### src/include/dp_pkg.sv
// constants, codes and field layouts for the execution datapath
// assumes one cpu clock and microcode field decoders driving the code ports
`default_nettype none
package dp_pkg;

   // word and field widths
   localparam int unsigned DATA_W = 16;            // every bus and buffer
   localparam int unsigned DISPATCHER_FLAG_W = 8;             // displacement field of the instruction
   localparam int unsigned DIGIT_W = 4;            // one decimal digit
   localparam int unsigned DIGITS = DATA_W / DIGIT_W;

   // reset values
   localparam logic [15:0] BUF_RESET = 16'h0000;   // operand and output buffers
   localparam logic [15:0] CAUSE_RESET = 16'h0000; // both cause words
   localparam logic OVF_RESET = 1'b0;              // overflow flip-flop

   // decimal corrector constants
   localparam logic [3:0] DEC_SIX = 4'h6;          // correction added to a digit
   localparam logic [3:0] DEC_MAX = 4'h9;          // largest legal digit

   // status word layout
   localparam int unsigned STATUS_OVF_BIT = 4;     // overflow bit of the status word

   // run-mode cause word: bit 10 is constant zero; 11, 12, 15 follow live levels
   localparam int unsigned RUN_ZERO_BIT = 10;
   localparam logic [15:0] RUN_ZERO_MASK = 16'h0400;
   localparam logic [15:0] RUN_LEVEL_MASK = 16'h9800;
   // halt-mode cause word: bits 11 and 12 constant zero; 13, 14, 15 live levels
   localparam logic [15:0] HALT_ZERO_MASK = 16'h1800;
   localparam logic [15:0] HALT_LEVEL_MASK = 16'he000;

   // alu function field; bit 3 low selects the arithmetic group
   typedef enum logic [3:0]
   {
      FN_NOP     = 4'h0,   // pass left operand
      FN_ADD     = 4'h1,
      FN_SUB     = 4'h2,
      FN_INC     = 4'h3,
      FN_DEC_ADD = 4'h4,   // decimal add through the corrector
      FN_AND     = 4'h8,
      FN_OR      = 4'h9,
      FN_XOR     = 4'ha,
      FN_PASS_R  = 4'hb,
      FN_LSHIFT  = 4'hc,   // left_shift_function_code
      FN_RSHIFT  = 4'hd    // right_shift_function_code
   } alu_func_t;

   // shift field decoder output
   typedef enum logic [2:0]
   {
      SH_NONE  = 3'h0,
      SH_LEFT  = 3'h1,
      SH_RIGHT = 3'h2,
      SH_SWAP  = 3'h3,
      SH_ROTL  = 3'h4,
      SH_ROTR  = 3'h5
   } shift_t;

   // special field codes that touch this block
   typedef enum logic [1:0]
   {
      SP_NONE    = 2'h0,
      SP_SET_OVF = 2'h1,
      SP_CLR_OVF = 2'h2,
      SP_CLR_INT = 2'h3    // clear_interrupt_flags_code
   } special_t;

   // base register choice for the address sum
   typedef enum logic [1:0]
   {
      BASE_PROGRAM = 2'h0,
      BASE_DATA    = 2'h1,
      BASE_MARKER  = 2'h2,
      BASE_LIMIT   = 2'h3
   } base_sel_t;

   // right-bus source codes for the cause words
   typedef enum logic [1:0]
   {
      SRC_NONE  = 2'h0,
      SRC_RUN   = 2'h1,
      SRC_HALT  = 2'h2
   } src_t;

endpackage
`default_nettype wire

### src/rtl/decimal_corrector.sv
// decimal corrector: digit-wise add with plus-six correction and digit checks
// assumes both operands are packed decimal, four digits of four bits
`timescale 1ns/1ns
`default_nettype none
module decimal_corrector
(
   // operands from the buffers
   input  wire logic [15:0] left_i,
   input  wire logic [15:0] right_i,
   // corrected sum and flags
   output logic      [15:0] sum_o,
   output logic             carry_o,
   output logic             invalid_o
);
   import dp_pkg::*;

   logic [DIGITS:0]  carry;     // carry chain between digits
   logic [DIGITS-1:0] bad;      // digit out of range per position

   assign carry[0] = 1'b0;

   // one adder and corrector per digit
   genvar d;
   generate
      for (d = 0; d < DIGITS; d++)
      begin : g_digit
         logic [4:0] raw;       // binary digit sum
         logic [4:0] fixed;     // sum after correction
         always_comb
         begin
            raw = 5'({1'b0, left_i[d*4 +: 4]}) + 5'({1'b0, right_i[d*4 +: 4]})
                  + 5'(carry[d]);
            // add six when the digit sum passes nine
            if (raw > 5'({1'b0, DEC_MAX}))
               fixed = raw + 5'({1'b0, DEC_SIX});
            else
               fixed = raw;
         end
         assign sum_o[d*4 +: 4] = fixed[3:0];
         assign carry[d+1] = (raw > 5'({1'b0, DEC_MAX}));
         assign bad[d] = (left_i[d*4 +: 4] > DEC_MAX) || (right_i[d*4 +: 4] > DEC_MAX);
      end
   endgenerate

   assign carry_o = carry[DIGITS];
   assign invalid_o = |bad;

endmodule
`default_nettype wire

### src/rtl/exec_datapath.sv
// execution datapath: pre-adder, address sum, operand buffers, alu, shifter,
// decimal corrector, memory output buffers, overflow flag, two cause words
// assumes microcode decoders drive the code ports on the cpu clock;
// cause event inputs arrive from other domains and are synchronised here
//
// Behaviour
// - pre-add displacement to index for indexed access
// - absolute address: pre-sum plus chosen base, one cycle
// - left buffer loads left bus, shifts left
// - right buffer loads right bus, shifts right
// - alu arithmetic or logic group, 16-bit result
// - shifter: left, right, swap, rotate onto result
// - decimal add: plus six per digit, carries
// - invalid decimal digit sets overflow
// - address output buffer holds result bus address
// - data output buffer holds result bus data
// - run cause word readable, cleared by code
// - run cause bit layout, bit 10 zero
// - halt cause word readable, cleared by code
// - halt cause bit layout
// - overflow flip-flop: capture, set, clear, status bit
`timescale 1ns/1ns
`default_nettype none
module exec_datapath
(
   // clock and reset
   input  wire logic              ref_clk_i,
   input  wire logic              reset_i,
   // address computation
   input  wire logic [15:0]       current_instruction_word_i,
   input  wire logic [15:0]       index_reg_i,
   input  wire logic [15:0]       program_base_reg_i,
   input  wire logic [15:0]       data_base_reg_i,
   input  wire logic [15:0]       stack_marker_reg_i,
   input  wire logic [15:0]       stack_limit_reg_i,
   input  wire dp_pkg::base_sel_t base_sel_i,
   input  wire logic              addr_calc_i,
   // operand buses and buffer controls
   input  wire logic [15:0]       left_bus_i,
   input  wire logic              left_load_i,
   input  wire logic [15:0]       right_bus_i,
   input  wire logic              right_load_i,
   // microinstruction fields
   input  wire dp_pkg::alu_func_t func_i,
   input  wire dp_pkg::shift_t    shift_i,
   input  wire dp_pkg::special_t  special_i,
   input  wire dp_pkg::src_t      src_i,
   input  wire logic              flag_capture_enable_i,
   input  wire logic              addr_buf_load_i,
   input  wire logic              data_buf_load_i,
   // asynchronous cause sources
   input  wire logic [15:0]       run_events_i,
   input  wire logic [15:0]       halt_events_i,
   // results
   output logic [15:0]            effective_address_o,
   output logic [15:0]            result_bus_o,
   output logic [15:0]            right_read_o,
   output logic [15:0]            status_word_o,
   output logic [15:0]            address_output_buffer_o,
   output logic [15:0]            data_output_buffer_o,
   output logic [15:0]            run_interrupt_cause_o,
   output logic [15:0]            halt_interrupt_cause_o
);
   import dp_pkg::*;

   // registered state
   logic [15:0] left_buf, right_buf;          // operand buffers
   logic [15:0] address_output_buffer;        // toward memory_control_bus
   logic [15:0] data_output_buffer;           // toward memory_control_bus
   logic [15:0] eff_addr, result_q, read_q;   // output copies
   logic        overflow_flipflop;            // status overflow
   logic [15:0] run_interrupt_cause;          // run-mode causes
   logic [15:0] halt_interrupt_cause;         // halt-mode causes
   logic [15:0] run_meta, run_sync;           // run event synchroniser
   logic [15:0] halt_meta, halt_sync;         // halt event synchroniser

   // next values
   logic [15:0] next_left, next_right, next_addr_buf, next_data_buf;
   logic [15:0] next_eff_addr, next_read, next_run, next_halt;
   logic        next_ovf;

   // combinational datapath
   logic [15:0] pre_sum;        // pre-adder output
   logic [15:0] base_val;       // chosen base register
   logic [15:0] alu_out;        // intermediate result bus
   logic        alu_ovf;        // alu overflow
   logic [15:0] shift_out;      // result bus
   logic [15:0] dec_sum;
   logic        dec_invalid;

   // decimal add of the two buffers
   decimal_corrector u_dec
   (
      .left_i    (left_buf),
      .right_i   (right_buf),
      .sum_o     (dec_sum),
      .carry_o   (),
      .invalid_o (dec_invalid)
   );

   // address pre-add and base sum
   always_comb
   begin
      pre_sum = index_reg_i + 16'(current_instruction_word_i[DISPATCHER_FLAG_W-1:0]);
      case (base_sel_i)
         BASE_PROGRAM: base_val = program_base_reg_i;
         BASE_DATA:    base_val = data_base_reg_i;
         BASE_MARKER:  base_val = stack_marker_reg_i;
         default:      base_val = stack_limit_reg_i;
      endcase
      if (addr_calc_i)
         next_eff_addr = pre_sum + base_val;
      else
         next_eff_addr = eff_addr;
   end

   // alu and shifter
   always_comb
   begin
      alu_ovf = 1'b0;
      case (func_i)
         FN_ADD:
         begin
            alu_out = left_buf + right_buf;
            alu_ovf = (left_buf[15] == right_buf[15]) && (alu_out[15] != left_buf[15]);
         end
         FN_SUB:
         begin
            alu_out = left_buf - right_buf;
            alu_ovf = (left_buf[15] != right_buf[15]) && (alu_out[15] != left_buf[15]);
         end
         FN_INC:
         begin
            alu_out = left_buf + 16'h0001;
            alu_ovf = (left_buf == 16'h7fff);
         end
         FN_DEC_ADD:
         begin
            alu_out = dec_sum;
            alu_ovf = dec_invalid;
         end
         FN_AND:    alu_out = left_buf & right_buf;
         FN_OR:     alu_out = left_buf | right_buf;
         FN_XOR:    alu_out = left_buf ^ right_buf;
         FN_PASS_R: alu_out = right_buf;
         default:   alu_out = left_buf;
      endcase
      // shift field on the alu result
      case (shift_i)
         SH_LEFT:  shift_out = {alu_out[14:0], 1'b0};
         SH_RIGHT: shift_out = {1'b0, alu_out[15:1]};
         SH_SWAP:  shift_out = {alu_out[7:0], alu_out[15:8]};
         SH_ROTL:  shift_out = {alu_out[14:0], alu_out[15]};
         SH_ROTR:  shift_out = {alu_out[0], alu_out[15:1]};
         default:  shift_out = alu_out;
      endcase
   end

   // buffers, overflow and cause words
   always_comb
   begin
      if (left_load_i)
         next_left = left_bus_i;
      else if (func_i == FN_LSHIFT)
         next_left = {left_buf[14:0], 1'b0};
      else
         next_left = left_buf;
      if (right_load_i)
         next_right = right_bus_i;
      else if (func_i == FN_RSHIFT)
         next_right = {1'b0, right_buf[15:1]};
      else
         next_right = right_buf;
      next_addr_buf = addr_buf_load_i ? shift_out : address_output_buffer;
      next_data_buf = data_buf_load_i ? shift_out : data_output_buffer;
      // set beats clear, captured overflow beats clear
      if (special_i == SP_SET_OVF || (flag_capture_enable_i && alu_ovf))
         next_ovf = 1'b1;
      else if (special_i == SP_CLR_OVF || flag_capture_enable_i)
         next_ovf = 1'b0;
      else
         next_ovf = overflow_flipflop;
      // sticky events, clear code, new events win
      next_run = (special_i == SP_CLR_INT) ? 16'h0000 : run_interrupt_cause;
      next_run = (next_run | run_sync) & ~RUN_LEVEL_MASK;
      // live level bits, bit 10 forced low
      next_run = (next_run | (run_sync & RUN_LEVEL_MASK)) & ~RUN_ZERO_MASK;
      next_halt = (special_i == SP_CLR_INT) ? 16'h0000 : halt_interrupt_cause;
      next_halt = (next_halt | halt_sync) & ~HALT_LEVEL_MASK;
      // live levels, bits 11 and 12 low
      next_halt = (next_halt | (halt_sync & HALT_LEVEL_MASK)) & ~HALT_ZERO_MASK;
      // selected cause word onto the right bus read port
      if (src_i == SRC_RUN)
         next_read = run_interrupt_cause;
      else if (src_i == SRC_HALT)
         next_read = halt_interrupt_cause;
      else
         next_read = 16'h0000;
   end

   // all state on the cpu clock edge
   always_ff @(posedge ref_clk_i)
   begin
      if (reset_i)
      begin
         left_buf <= BUF_RESET;
         right_buf <= BUF_RESET;
         address_output_buffer <= BUF_RESET;
         data_output_buffer <= BUF_RESET;
         eff_addr <= BUF_RESET;
         result_q <= BUF_RESET;
         read_q <= BUF_RESET;
         overflow_flipflop <= OVF_RESET;
         run_interrupt_cause <= CAUSE_RESET;
         halt_interrupt_cause <= CAUSE_RESET;
         run_meta <= CAUSE_RESET;
         run_sync <= CAUSE_RESET;
         halt_meta <= CAUSE_RESET;
         halt_sync <= CAUSE_RESET;
      end
      else
      begin
         left_buf <= next_left;
         right_buf <= next_right;
         address_output_buffer <= next_addr_buf;
         data_output_buffer <= next_data_buf;
         eff_addr <= next_eff_addr;
         result_q <= shift_out;
         read_q <= next_read;
         overflow_flipflop <= next_ovf;
         run_interrupt_cause <= next_run;
         halt_interrupt_cause <= next_halt;
         run_meta <= run_events_i;
         run_sync <= run_meta;
         halt_meta <= halt_events_i;
         halt_sync <= halt_meta;
      end
   end

   // outputs straight from flip-flops
   assign effective_address_o = eff_addr;
   assign result_bus_o = result_q;
   assign right_read_o = read_q;
   assign status_word_o = 16'({overflow_flipflop, 4'h0});
   assign address_output_buffer_o = address_output_buffer;
   assign data_output_buffer_o = data_output_buffer;
   assign run_interrupt_cause_o = run_interrupt_cause;
   assign halt_interrupt_cause_o = halt_interrupt_cause;
endmodule
`default_nettype wire

### config.mk
export PLATFORM = sky130hd
export DESIGN_NAME = exec_datapath
export DESIGN_NICKNAME = d
export VERILOG_FILES = /design/src/include/dp_pkg.sv /design/src/rtl/decimal_corrector.sv /design/src/rtl/exec_datapath.sv
export SDC_FILE = /design/constraint.sdc
export NUM_CORES = 1
export LEC_CHECK = 0
export ABC_AREA = 1
export BUFFER_PORTS_ARGS = -buffer_cell sky130_fd_sc_hd__buf_2
export CAP_MARGIN = 40
export CELL_PAD_IN_SITES_DETAIL_PLACEMENT = 1
export CELL_PAD_IN_SITES_GLOBAL_PLACEMENT = 2
export CORE_ASPECT_RATIO = 1.1
export CORE_MARGIN = 2
export CORE_UTILIZATION = 29
export DETAILED_ROUTE_END_ITERATION = 10
export MAX_ROUTING_LAYER = met4
export PLACE_DENSITY_LB_ADDON = 0.25
export SKIP_CTS_REPAIR_TIMING = 1
export SYNTH_ARGS = -nofsm -noshare
export SYNTH_HDL_FRONTEND = slang
export SYNTH_SLANG_ARGS = --single-unit
### constraint.sdc
create_clock -name ref_clk_i -period 9.1 [get_ports ref_clk_i]
set_input_delay 0.91 -clock ref_clk_i [delete_from_list [all_inputs] [get_ports ref_clk_i]]
set_output_delay 0.91 -clock ref_clk_i [all_outputs]
set_load 0.01 [all_outputs]
==> results of run 1 <==
cells in the final DEF (no fill, tap or decap), types with 16 or more instances in the layout:
cell | Yosys | final
ha_1 | 77 | 77
conb_1 | 1 | 18
fa_1 | 16 | 16
buf_2 | 19 | 278
clkbuf_16 | 0 | 17
nand3_1 | 207 | 207
nand4_1 | 26 | 26
nor2_1 | 251 | 251
a31oi_1 | 21 | 21
o21ai_0 | 123 | 123
inv_1 | 297 | 296
dfxtp_1 | 200 | 200
nand2_1 | 450 | 450
a21oi_1 | 110 | 110
layer usage:
metal	up-vias	routed length (um)	part of all wire, %	global-route usage (%)
met5	-	0	0	-
met4	0	1630	3.2	7.95
met3	55	2770	5.5	4.17
met2	343	23600	47	36.5
met1	6384	22500	45	27.5
li1	6760	-	-	-
registers in the layout, indices dropped and copies added (netlist names), 15 cells and up:
register and cells:
run_interrupt_cause_o 15, right_read_o 16, right_buf 16, run_sync 15, data_output_buffer_o 16, address_output_buffer_o 16
result_bus_o 16, left_buf 16, effective_address_o 16, run_meta 15
cells in the mapped netlist, types with 2 or more instances:
cell      count  area (um^2)
nand2_1     450         1690
inv_1       297         1110
nor2_1      251          942
nand3_1     207         1040
dfxtp_1     200         4000
o21ai_0     123          616
a21oi_1     110          551
ha_1         77          963
clkbuf_1     54          203
nand4_1      26          163
a31oi_1      21          131
buf_4        21          158
buf_2        19         95.1
fa_1         16          320
o22ai_1      15         93.8
nor3_1       13         65.1
xor2_1       10         87.6
a22oi_1       8         60.1
nor2_2        7         43.8
and2_1        6         37.5
inv_2         6         22.5
nand3b_1      6         45.0
o21bai_1      5         37.5
or2_2         5         31.3
o211ai_1      4         30.0
xnor2_1       4         35.0
o21ai_1       3         15.0
a221oi_1      2         17.5
and3_1        2         12.5
buf_1         2         7.51
nand3_2       2         20.0
nor2_4        2         22.5
nor4_1        2         12.5
o221ai_1      2         17.5
kinds of logic after synthesis:
logic type,Yosys count
and+or+nand+nor,983
buffers and inverters,402
AOI/OAI and AO/OA,299
DFF,200
adders and majority gates,93
xor gates and xnor gates,14
other,1
how the worst min path moves through the flow:
| stage | endpoint | slack (ns) | depth (start not counted) |
|---|---|---|---|
| floorplan | halt_interrupt_cause_o[13] | 0.39 | 2 |
| global placement | halt_sync[8] | 0.39 | 2 |
| detailed placement | run_sync[12] | 0.40 | 2 |
| CTS | halt_sync[9] | 0.41 | 2 |
| global route | halt_sync[9] | 0.41 | 2 |
| finish | halt_sync[9] | 0.40 | 2 |
report_power, final:
| part | leakage [uW] | switching, uW | internal [uW] |
|---|---|---|---|
| sequential | 0.00165 | 41.9 | 932 |
| clock | 0.000305 | 403 | 407 |
| combinational | 0.00578 | 442 | 225 |
critical path, delay by kind of cell, from the launching register on:
family	cells	cell delay, ns
fa+ha+maj	8	2.97
simple gates	21	2.81
buf+inv	9	0.85
compound gates	4	0.67
flops	1	0.50
xor+xnor	1	0.30
through the flow:
| stage | worst slack, ns | hold slack (ns) | std cells |
|---|---|---|---|
| 3_5_place_dp | 0.908 | 0.395 | 2775 |
| 6_report | 0.879 | 0.402 | 2815 |
| 2_1_floorplan | 2.62 | 0.388 | 2009 |
| 5_1_grt | 0.116 | 0.413 | 2815 |
| 3_3_place_gp | 1.20 | 0.389 | 2767 |
| 4_1_cts | 0.887 | 0.407 | 2807 |
cell type report:
type / instances / area, um^2 / share of cell area [%]
multi-input cells: 1407 / 7240 / 47.4
flip-flops and latches: 200 / 4000 / 26.2
repair buffers: 290 / 1520 / 9.92
inverters: 304 / 1140 / 7.47
well taps: 574 / 718 / 4.70
clock buffers: 17 / 425 / 2.78
clock inverters: 15 / 216 / 1.42
diodes: 8 / 20.0 / 0.131
==> metrics, run 1 <==
status completed; asr flop ratio synth 0%; P&R area growth vs syn 19.4%; CORE AREA about 43000 um^2; first-pass GRT wire length 76900 um; slowest stage delay, CP ~0.53 ns; Worst-path clk slew around 0.080 ns; Total Power 2450 uW; Clock Tree Root clkbuf_16; Fin Clk Skew around 0.014 ns; VDD IR-drop max approximately 130 uV; post-synthesis simple-gate area fraction about 32%; DRC 0; Pleak 0.00774 uW; FILL cells 5779; drt first pass iters 5; arrival time worst endpoint 8.54 ns; Final Routed Wirelength 50400 um; Startpoint Class register; worst slew pin tran slightly above 0.7 ns; register area share after synthesis approximately 31%; fin nets 2494; GP Congestion between 0.9 and 1; vias in the first global route roughly 14000; Via-to-Cell Ratio between 4 and 5; Max Cap Viol 0; initial antenna violation count 8; setup tns final 0 ns; Routed Antenna Nets 0; Synth Cell Area approximately 13000 um^2; row count 80; TritonCTS clock tree yes; Initial Utilization a little under 30%; worst setup path startpoint left_buf[1]; final hold viol count 0; final setup violating endpoints 0; io pins approximately 310; Max FO, Critical Path 8; reg-to-reg endpoint data_output_buffer_o[13]; Post-synth EDFFs 0; chip width 204 um; worst reg-to-reg setup slack 0.88 ns; Worst Hold Class reg2reg; xor and xnor area share after synthesis 0.958%; Via Count 13542; RSZ-0062 raised after global routing false; post-route cell area about 15000 um^2; dominant synthesized flop cell dfxtp_1; Worst R2R Path Depth 43; Clk Latency, worst-skew pair between 0.4 and 0.5 ns; max-slew violations 0; Synth Area in Adders 10.0%; Die Y roughly 220 um; Placed Area 14600 um^2; Slowest cell on crit path fa_1; Setup Crit Path Kind reg2reg; Fmax roughly 120 MHz; largest net degree at the start of global routing 84; Required @ worst endpoint about 9.4 ns; clock buffer count from CTS 17; period utilisation layout around 90%; htree depth 4; drt wl/cell around 18 um; 1st-iter DRT viols 720; largest family of logic cells by synthesized area simple AND/OR/NAND/NOR gates; gr ovfl total 0; GRT Overall Usage around 22%; Mean Syn Cell Area roughly 6.4 um^2; worst hold path startpoint halt_meta[9]; multiplexer share of the synthesized area 0%; Synth cell types 48; RR Startpoint left_buf[1]; # clock sinks 200; crit end category register; synthesized netlist cell count between 1500 and 2000; Power per Cell Area 160 nW/um^2; most used cell, CP nand2_1; DIE AREA around 46000 um^2; dpl hpwl 40500 um; Critical Path End data_output_buffer_o[13]; IO Port Bufs approximately 280; number of synthesis warnings 0; relative slew slack between 50 and 60%; Synth Area in Compound Gates 12.6%; buffer depth of the longest clock path 2; layout cells sized above 1 15.6%; Core Util, Final around a third; minimum clock period slightly above 8 ns; register bit total from synthesis 200
No activity file was read; power rests on OpenSTA's default activity.
==> inputs of run 2 (changes only) <==
- SYNTH_HIERARCHICAL: not set -> 1
==> metrics, run 2 <==
switching power 888 uW (+0.13%); status completed; Clock Tree Root clkbuf_16; drt wl/cell 17.3 um (-3.6%); io pins 309 (unchanged); Max FO, Critical Path 5 (-3); max-slew violations 0 (unchanged); Fin Clk Skew 0.0230 ns (+0.00902 ns); worst hold path startpoint halt_meta[4]; GRT Overall Usage 21.8% (-0.55 points); dpl hpwl 40900 um (+0.96%); WHS Endpoint halt_sync[4]; post-synthesis simple-gate area fraction 33.3% (+0.92 points); worst reg-to-reg setup slack 0.78 ns (-0.10 ns); gr ovfl total 0 (unchanged); RR Startpoint right_buf[0]; layout cells sized above 1 16.7% (+1.1 points); relative slew slack 42.8% (-9.7 points); largest family of logic cells by synthesized area simple AND/OR/NAND/NOR gates; htree depth 4 (unchanged); initial antenna violation count 7 (-1); minimum clock period 8.32 ns (+0.0974 ns); Synth Cell Area 13400 um^2 (+4.7%); slowest stage delay, CP 0.46 ns (-0.07 ns); TritonCTS clock tree yes; register area share after synthesis 29.9% (-1.4 points); largest net degree at the start of global routing 81 (-3.6%); Synth Area in Adders 11.2% (+1.2 points); dominant synthesized flop cell dfxtp_1; post-synth top area cell dfxtp_1; Worst R2R Path Depth 60 (+40%); P&R area growth vs syn 19.0%; setup tns final 0 ns (unchanged); Final Routed Wirelength 50500 um (+0.11%); CP Buf/Inv Count 15 (+6); FILL cells 6019 (+4.2%); Worst Hold Class reg2reg; register share of total power 38.9% (-0.8 points); final setup violating endpoints 0 (unchanged); Via Count 14104 (+4.2%); worst slew pin tran 0.857 ns (+0.147 ns); register bit total from synthesis 200 (unchanged); first-pass GRT wire length 79700 um (+3.7%); final hold viol count 0 (unchanged); IO Port Bufs 279 (unchanged); Mean Syn Cell Area 6.45 um^2 (+0.37%); Synth cell types 50 (+4.2%); count leader, synth nand2_1; arrival time worst endpoint 8.65 ns (+0.11 ns); period utilisation layout 91.4% (+1.1 points); Required @ worst endpoint 9.43 ns (about the same); Initial Utilization 29.4% (-0.045 points); Die Y 229 um (+2.3%); DIE AREA 48000 um^2 (+4.6%); Power per Cell Area 158 nW/um^2 (-1.5%); synth top area cells dfxtp_1 (30%), nand2_1 (14%), inv_1 (8.6%); top-area cell type share of the netlist area 29.9% (-1.4 points); chip width 209 um (+2.3%); reg-to-reg endpoint data_output_buffer_o[12]; commonest cells in the netlist nand2_1 (488), inv_1 (306), nor2_1 (259); DRC 0 (unchanged); RSZ-0062 raised after global routing false; Synth Area in Compound Gates 12.6% (-0.073 points); vias in the first global route 14886 (+9.6%); post-route cell area 15900 um^2 (+4.3%); clock buffer count from CTS 17 (unchanged); Routed Antenna Nets 0 (unchanged); CORE AREA 45600 um^2 (+4.9%); Pleak 0.00811 uW (+4.8%); VDD IR-drop max 147 uV (+12%); fin nets 2605 (+4.5%); asr flop ratio synth 0% (unchanged); Top delay family on crit path adder cells; row count 82 (+2.5%); crit end category register; 1st-iter DRT viols 625 (-13%); most frequent cells in the layout nand2_1 (488), inv_1 (306), buf_2 (278), nor2_1 (259), nand3_1 (214); Post-synth EDFFs 0 (unchanged); Power Internal 1630 uW (+4.2%); xor and xnor area share after synthesis 0.719% (-0.24 points); sw frac 35.3% (-0.91 points); Placed Area 15300 um^2 (+4.4%); multiplexer share of the synthesized area 0% (unchanged); Fmax 120 MHz (-1.2%); Max Cap Viol 0 (unchanged); commonest non-fill, non-tap cell in the layout nand2_1; GP Congestion 0.872 (-5.0%); # clock sinks 200 (unchanged); worst hold path depth 2 (unchanged); Slowest cell on crit path fa_1; synthesized netlist cell count 2078 (+4.3%); Clk Latency, worst-skew pair 0.46 ns (about the same); Worst-path clk slew 0.08 ns (about the same); drt first pass iters 5 (unchanged); Combinational Power Share 28.0% (+0.8 points); Clock Power Share 33.1% (about the same); buffer depth of the longest clock path 2 (unchanged); Via-to-Cell Ratio 4.83 (+0.34%); Setup Crit Path Kind reg2reg; Startpoint Class register; number of synthesis warnings 6 (+6)
[run 2: cell count changes after synthesis, sizes merged, moves of 4 or more]
cell    before  now
o22ai       15    6
o211ai       4    8
ha          77   91
a21oi      110  117
nand2      451  510
inv        303  316
nand3      209  221
o21ai      126  121
a31oi       21   29
nand4       26   21
a22oi        8    3
[run 2: how the worst max path moves through the flow]
| stage | startpoint | to | slack [ns] | cells past startpoint |
|---|---|---|---|---|
| 6_report | right_buf[0] | data_output_buffer_o[12] | 0.78 | 60 |
| 5_1_grt | right_buf[0] | result_bus_o[12] | 0.06 | 60 |
| 4_1_cts | left_buf[1] | data_output_buffer_o[14] | 0.55 | 59 |
| 3_5_place_dp | left_buf[1] | address_output_buffer_o[12] | 0.58 | 59 |
| 3_3_place_gp | left_buf[0] | data_output_buffer_o[12] | 0.85 | 60 |
| 2_1_floorplan | left_buf[0] | address_output_buffer_o[14] | 1.84 | 57 |
[run 2: stage by stage]
step                util (%)  cells  setup WS, ns  hold WS, ns  total power (uW)
finish                  35.0   2922         0.781        0.395              2520
global route            35.0   2922        0.0635        0.421              2690
CTS                     34.9   2915         0.552        0.400              2560
detailed placement      33.5   2884         0.575        0.394              1710
global placement        33.4   2879         0.846        0.389              1690
floorplan                  -   2095          1.84        0.388              1460
[run 2: area by class of cell]
| cell class | count | area, um^2 | area share, % |
|---|---|---|---|
| inverter | 317 | 1190 | 7.46 |
| clock inverter | 14 | 221 | 1.39 |
| sequential | 200 | 4010 | 25.1 |
| timing repair buffer | 294 | 1520 | 9.55 |
| multi-input combinational | 1485 | 7820 | 49.1 |
| clock buffer | 17 | 425 | 2.67 |
| antenna | 7 | 17.5 | 0.110 |
| tap | 588 | 736 | 4.61 |
[run 2: kinds of logic after synthesis]
group | count (synthesis)
simple gates | 1047
buf+inv | 410
compound gates | 300
flops | 200
fa+ha+maj | 109
xor+xnor | 11
other cells | 1
[run 2: worst min-delay path: stages, from the launching register on]
cell	delay, ns
dfxtp_1	0.30
inv_1	0.04
nor2_1	0.03
[run 2: layer usage]
metal,vias up,global-route usage [%],part of all wire (%)
met4,0,7.95,3.2
li1,7041,-,-
met1,6723,25.0,43
met3,69,4.02,4.2
met2,271,37.9,50
met5,-,-,0
[run 2: power groups by stage]
stage	sequential (uW)	combinational, uW	clock [uW]
floorplan	1000	459	0
global placement	998	693	0
detailed placement	999	710	0
CTS	980	715	862
global route	987	807	892
finish	979	705	833
==> inputs of run 3 (changes only) <==
- CORE_UTILIZATION: 29 -> 31
- clock period: 9.1 -> 9.8 ns (I/O delays scaled with it)
==> metrics, run 3 (same netlist as run 2, synthesis figures left out) <==
FILL cells 5641 (-6.3%); Power per Cell Area 148 nW/um^2 (-6.4%); largest net degree at the start of global routing 82 (+1.2%); Final Routed Wirelength 50200 um (-0.67%); most frequent cells in the layout nand2_1 (488), inv_1 (306), buf_2 (278), nor2_1 (259), nand3_1 (215); arrival time worst endpoint 9.04 ns (+0.39 ns); routed length on met1 21700 um (+0.43%); period utilisation layout 88.8% (-2.6 points); Critical Path End address_output_buffer_o[5]; Placed Area 15300 um^2 (about the same); GRT Overall Usage 23.1% (+1.2 points); Startpoint Class register; Slowest cell on crit path dfxtp_1; io pins 309 (unchanged); Fmax 115 MHz (-4.4%); GP Congestion 0.921 (+5.6%); row count 79 (-3.7%); drt first pass iters 5 (unchanged); Total Power 2350 uW (-6.4%); gr ovfl total 0 (unchanged); Required @ worst endpoint 10.14 ns (+0.71 ns); IO Port Bufs 279 (unchanged); max-slew violations 0 (unchanged); layout cells sized above 1 16.5% (-0.13 points); setup tns final 0 ns (unchanged); Multi-input gate area 7820 um^2 (about the same); Worst-path clk slew 0.09 ns (about the same); sequential cell area 4000 um^2 (about the same); buffer depth of the longest clock path 2 (unchanged); vias in the first global route 14620 (-1.8%); Max Cap Viol 0 (unchanged); worst reg-to-reg setup slack 1.10 ns (+0.32 ns); post-route cell area 15900 um^2 (about the same); DRC 0 (unchanged); worst slew pin tran 0.703 ns (-0.154 ns); slowest stage delay, CP 0.60 ns (+0.14 ns); Via Count 13990 (-0.81%); fin nets 2604 (-0.038%); Max FO, Critical Path 10 (+5); Die Y 222 um (-3.2%); first-pass GRT wire length 79500 um (-0.31%); 1st-iter DRT viols 594 (-5.0%); P&R area growth vs syn 18.9% (about the same); Initial Utilization 31.5% (+2.1 points); CORE AREA 42500 um^2 (-6.7%); Via-to-Cell Ratio 4.83 (about the same); drt wl/cell 17.3 um (+0.16%); TritonCTS clock tree yes; wire length on met3 2010 um (-5.9%); Routed Antenna Nets 0 (unchanged); crit end category register; commonest non-fill, non-tap cell in the layout nand2_1; # clock sinks 200 (unchanged); Setup Crit Path Kind reg2reg; setup slack after layout 1.10 ns (+0.316 ns); WL met2 25400 um (+1.2%); initial antenna violation count 7 (unchanged); Fin Clk Skew 0.0172 ns (-0.00576 ns); DIE AREA 44900 um^2 (-6.3%); RR Startpoint left_buf[1]; pre-CTS setup slack 1.21 ns (+0.631 ns); final setup violating endpoints 0 (unchanged); Clk Latency, worst-skew pair 0.46 ns (about the same); worst setup path startpoint left_buf[1]; VDD IR-drop max 115 uV (-22%); clock buffer count from CTS 17 (unchanged); reg-to-reg endpoint address_output_buffer_o[5]; hold slack 0.404 ns (+0.00836 ns); status completed; Worst Hold Class reg2reg; Worst R2R Path Depth 59 (-1.7%); dpl hpwl 40700 um (-0.60%); relative slew slack 52.7% (+9.8 points); minimum clock period 8.70 ns (+0.384 ns); final hold viol count 0 (unchanged); chip width 202 um (-3.2%); Top Metal Used met4; htree depth 4 (unchanged); Clock Tree Root clkbuf_16; RSZ-0062 raised after global routing false; Pleak 0.00812 uW (about the same)
[run 3: worst min path at each step]
stage | start | to | cells after the start
final | halt_meta[0] | halt_sync[0] | 2
after global routing | run_meta[9] | run_sync[9] | 2
after CTS | halt_meta[0] | halt_sync[0] | 2
after detailed placement | halt_meta[7] | halt_sync[7] | 2
after global placement | run_sync[12] | run_interrupt_cause_o[12] | 2
after floorplan | halt_sync[13] | halt_interrupt_cause_o[13] | 2
[run 3: worst max-delay path: cells and delay by family (launching register included)]
kind                       cells  cell delay, ns
adders and majority gates     11            3.50
DFF                            1            0.60
AOI/OAI and AO/OA              5            0.52
buffers and inverters         15            1.16
and+or+nand+nor               28            2.79
[run 3: area by class of cell]
cell class                 instances  area share (%)
timing repair buffer             293            9.66
clock inverter                    15            1.52
sequential                       200            25.1
tap                              567            4.45
inverter                         317            7.47
antenna                            4          0.0628
clock buffer                      17            2.67
multi-input combinational       1485            49.1
[run 3: per-layer routing]
| layer | vias up | track usage [%] |
|---|---|---|
| li1 | 7042 | - |
| met2 | 273 | 40.8 |
| met4 | 0 | 5.86 |
| met3 | 52 | 3.91 |
| met1 | 6623 | 26.9 |
| met5 | - | - |
[run 3: where the power goes]
group	internal, uW	total [uW]	switching [uW]
combinational	230	654	424
sequential	865	910	45.1
clock	373	791	418
total	1470	2350	887
[run 3: per-stage QoR]
step,util (%),std cells
floorplan,-,2095
global placement,35.7,2855
detailed placement,35.9,2862
CTS,37.5,2894
global route,37.5,2898
finish,37.5,2898
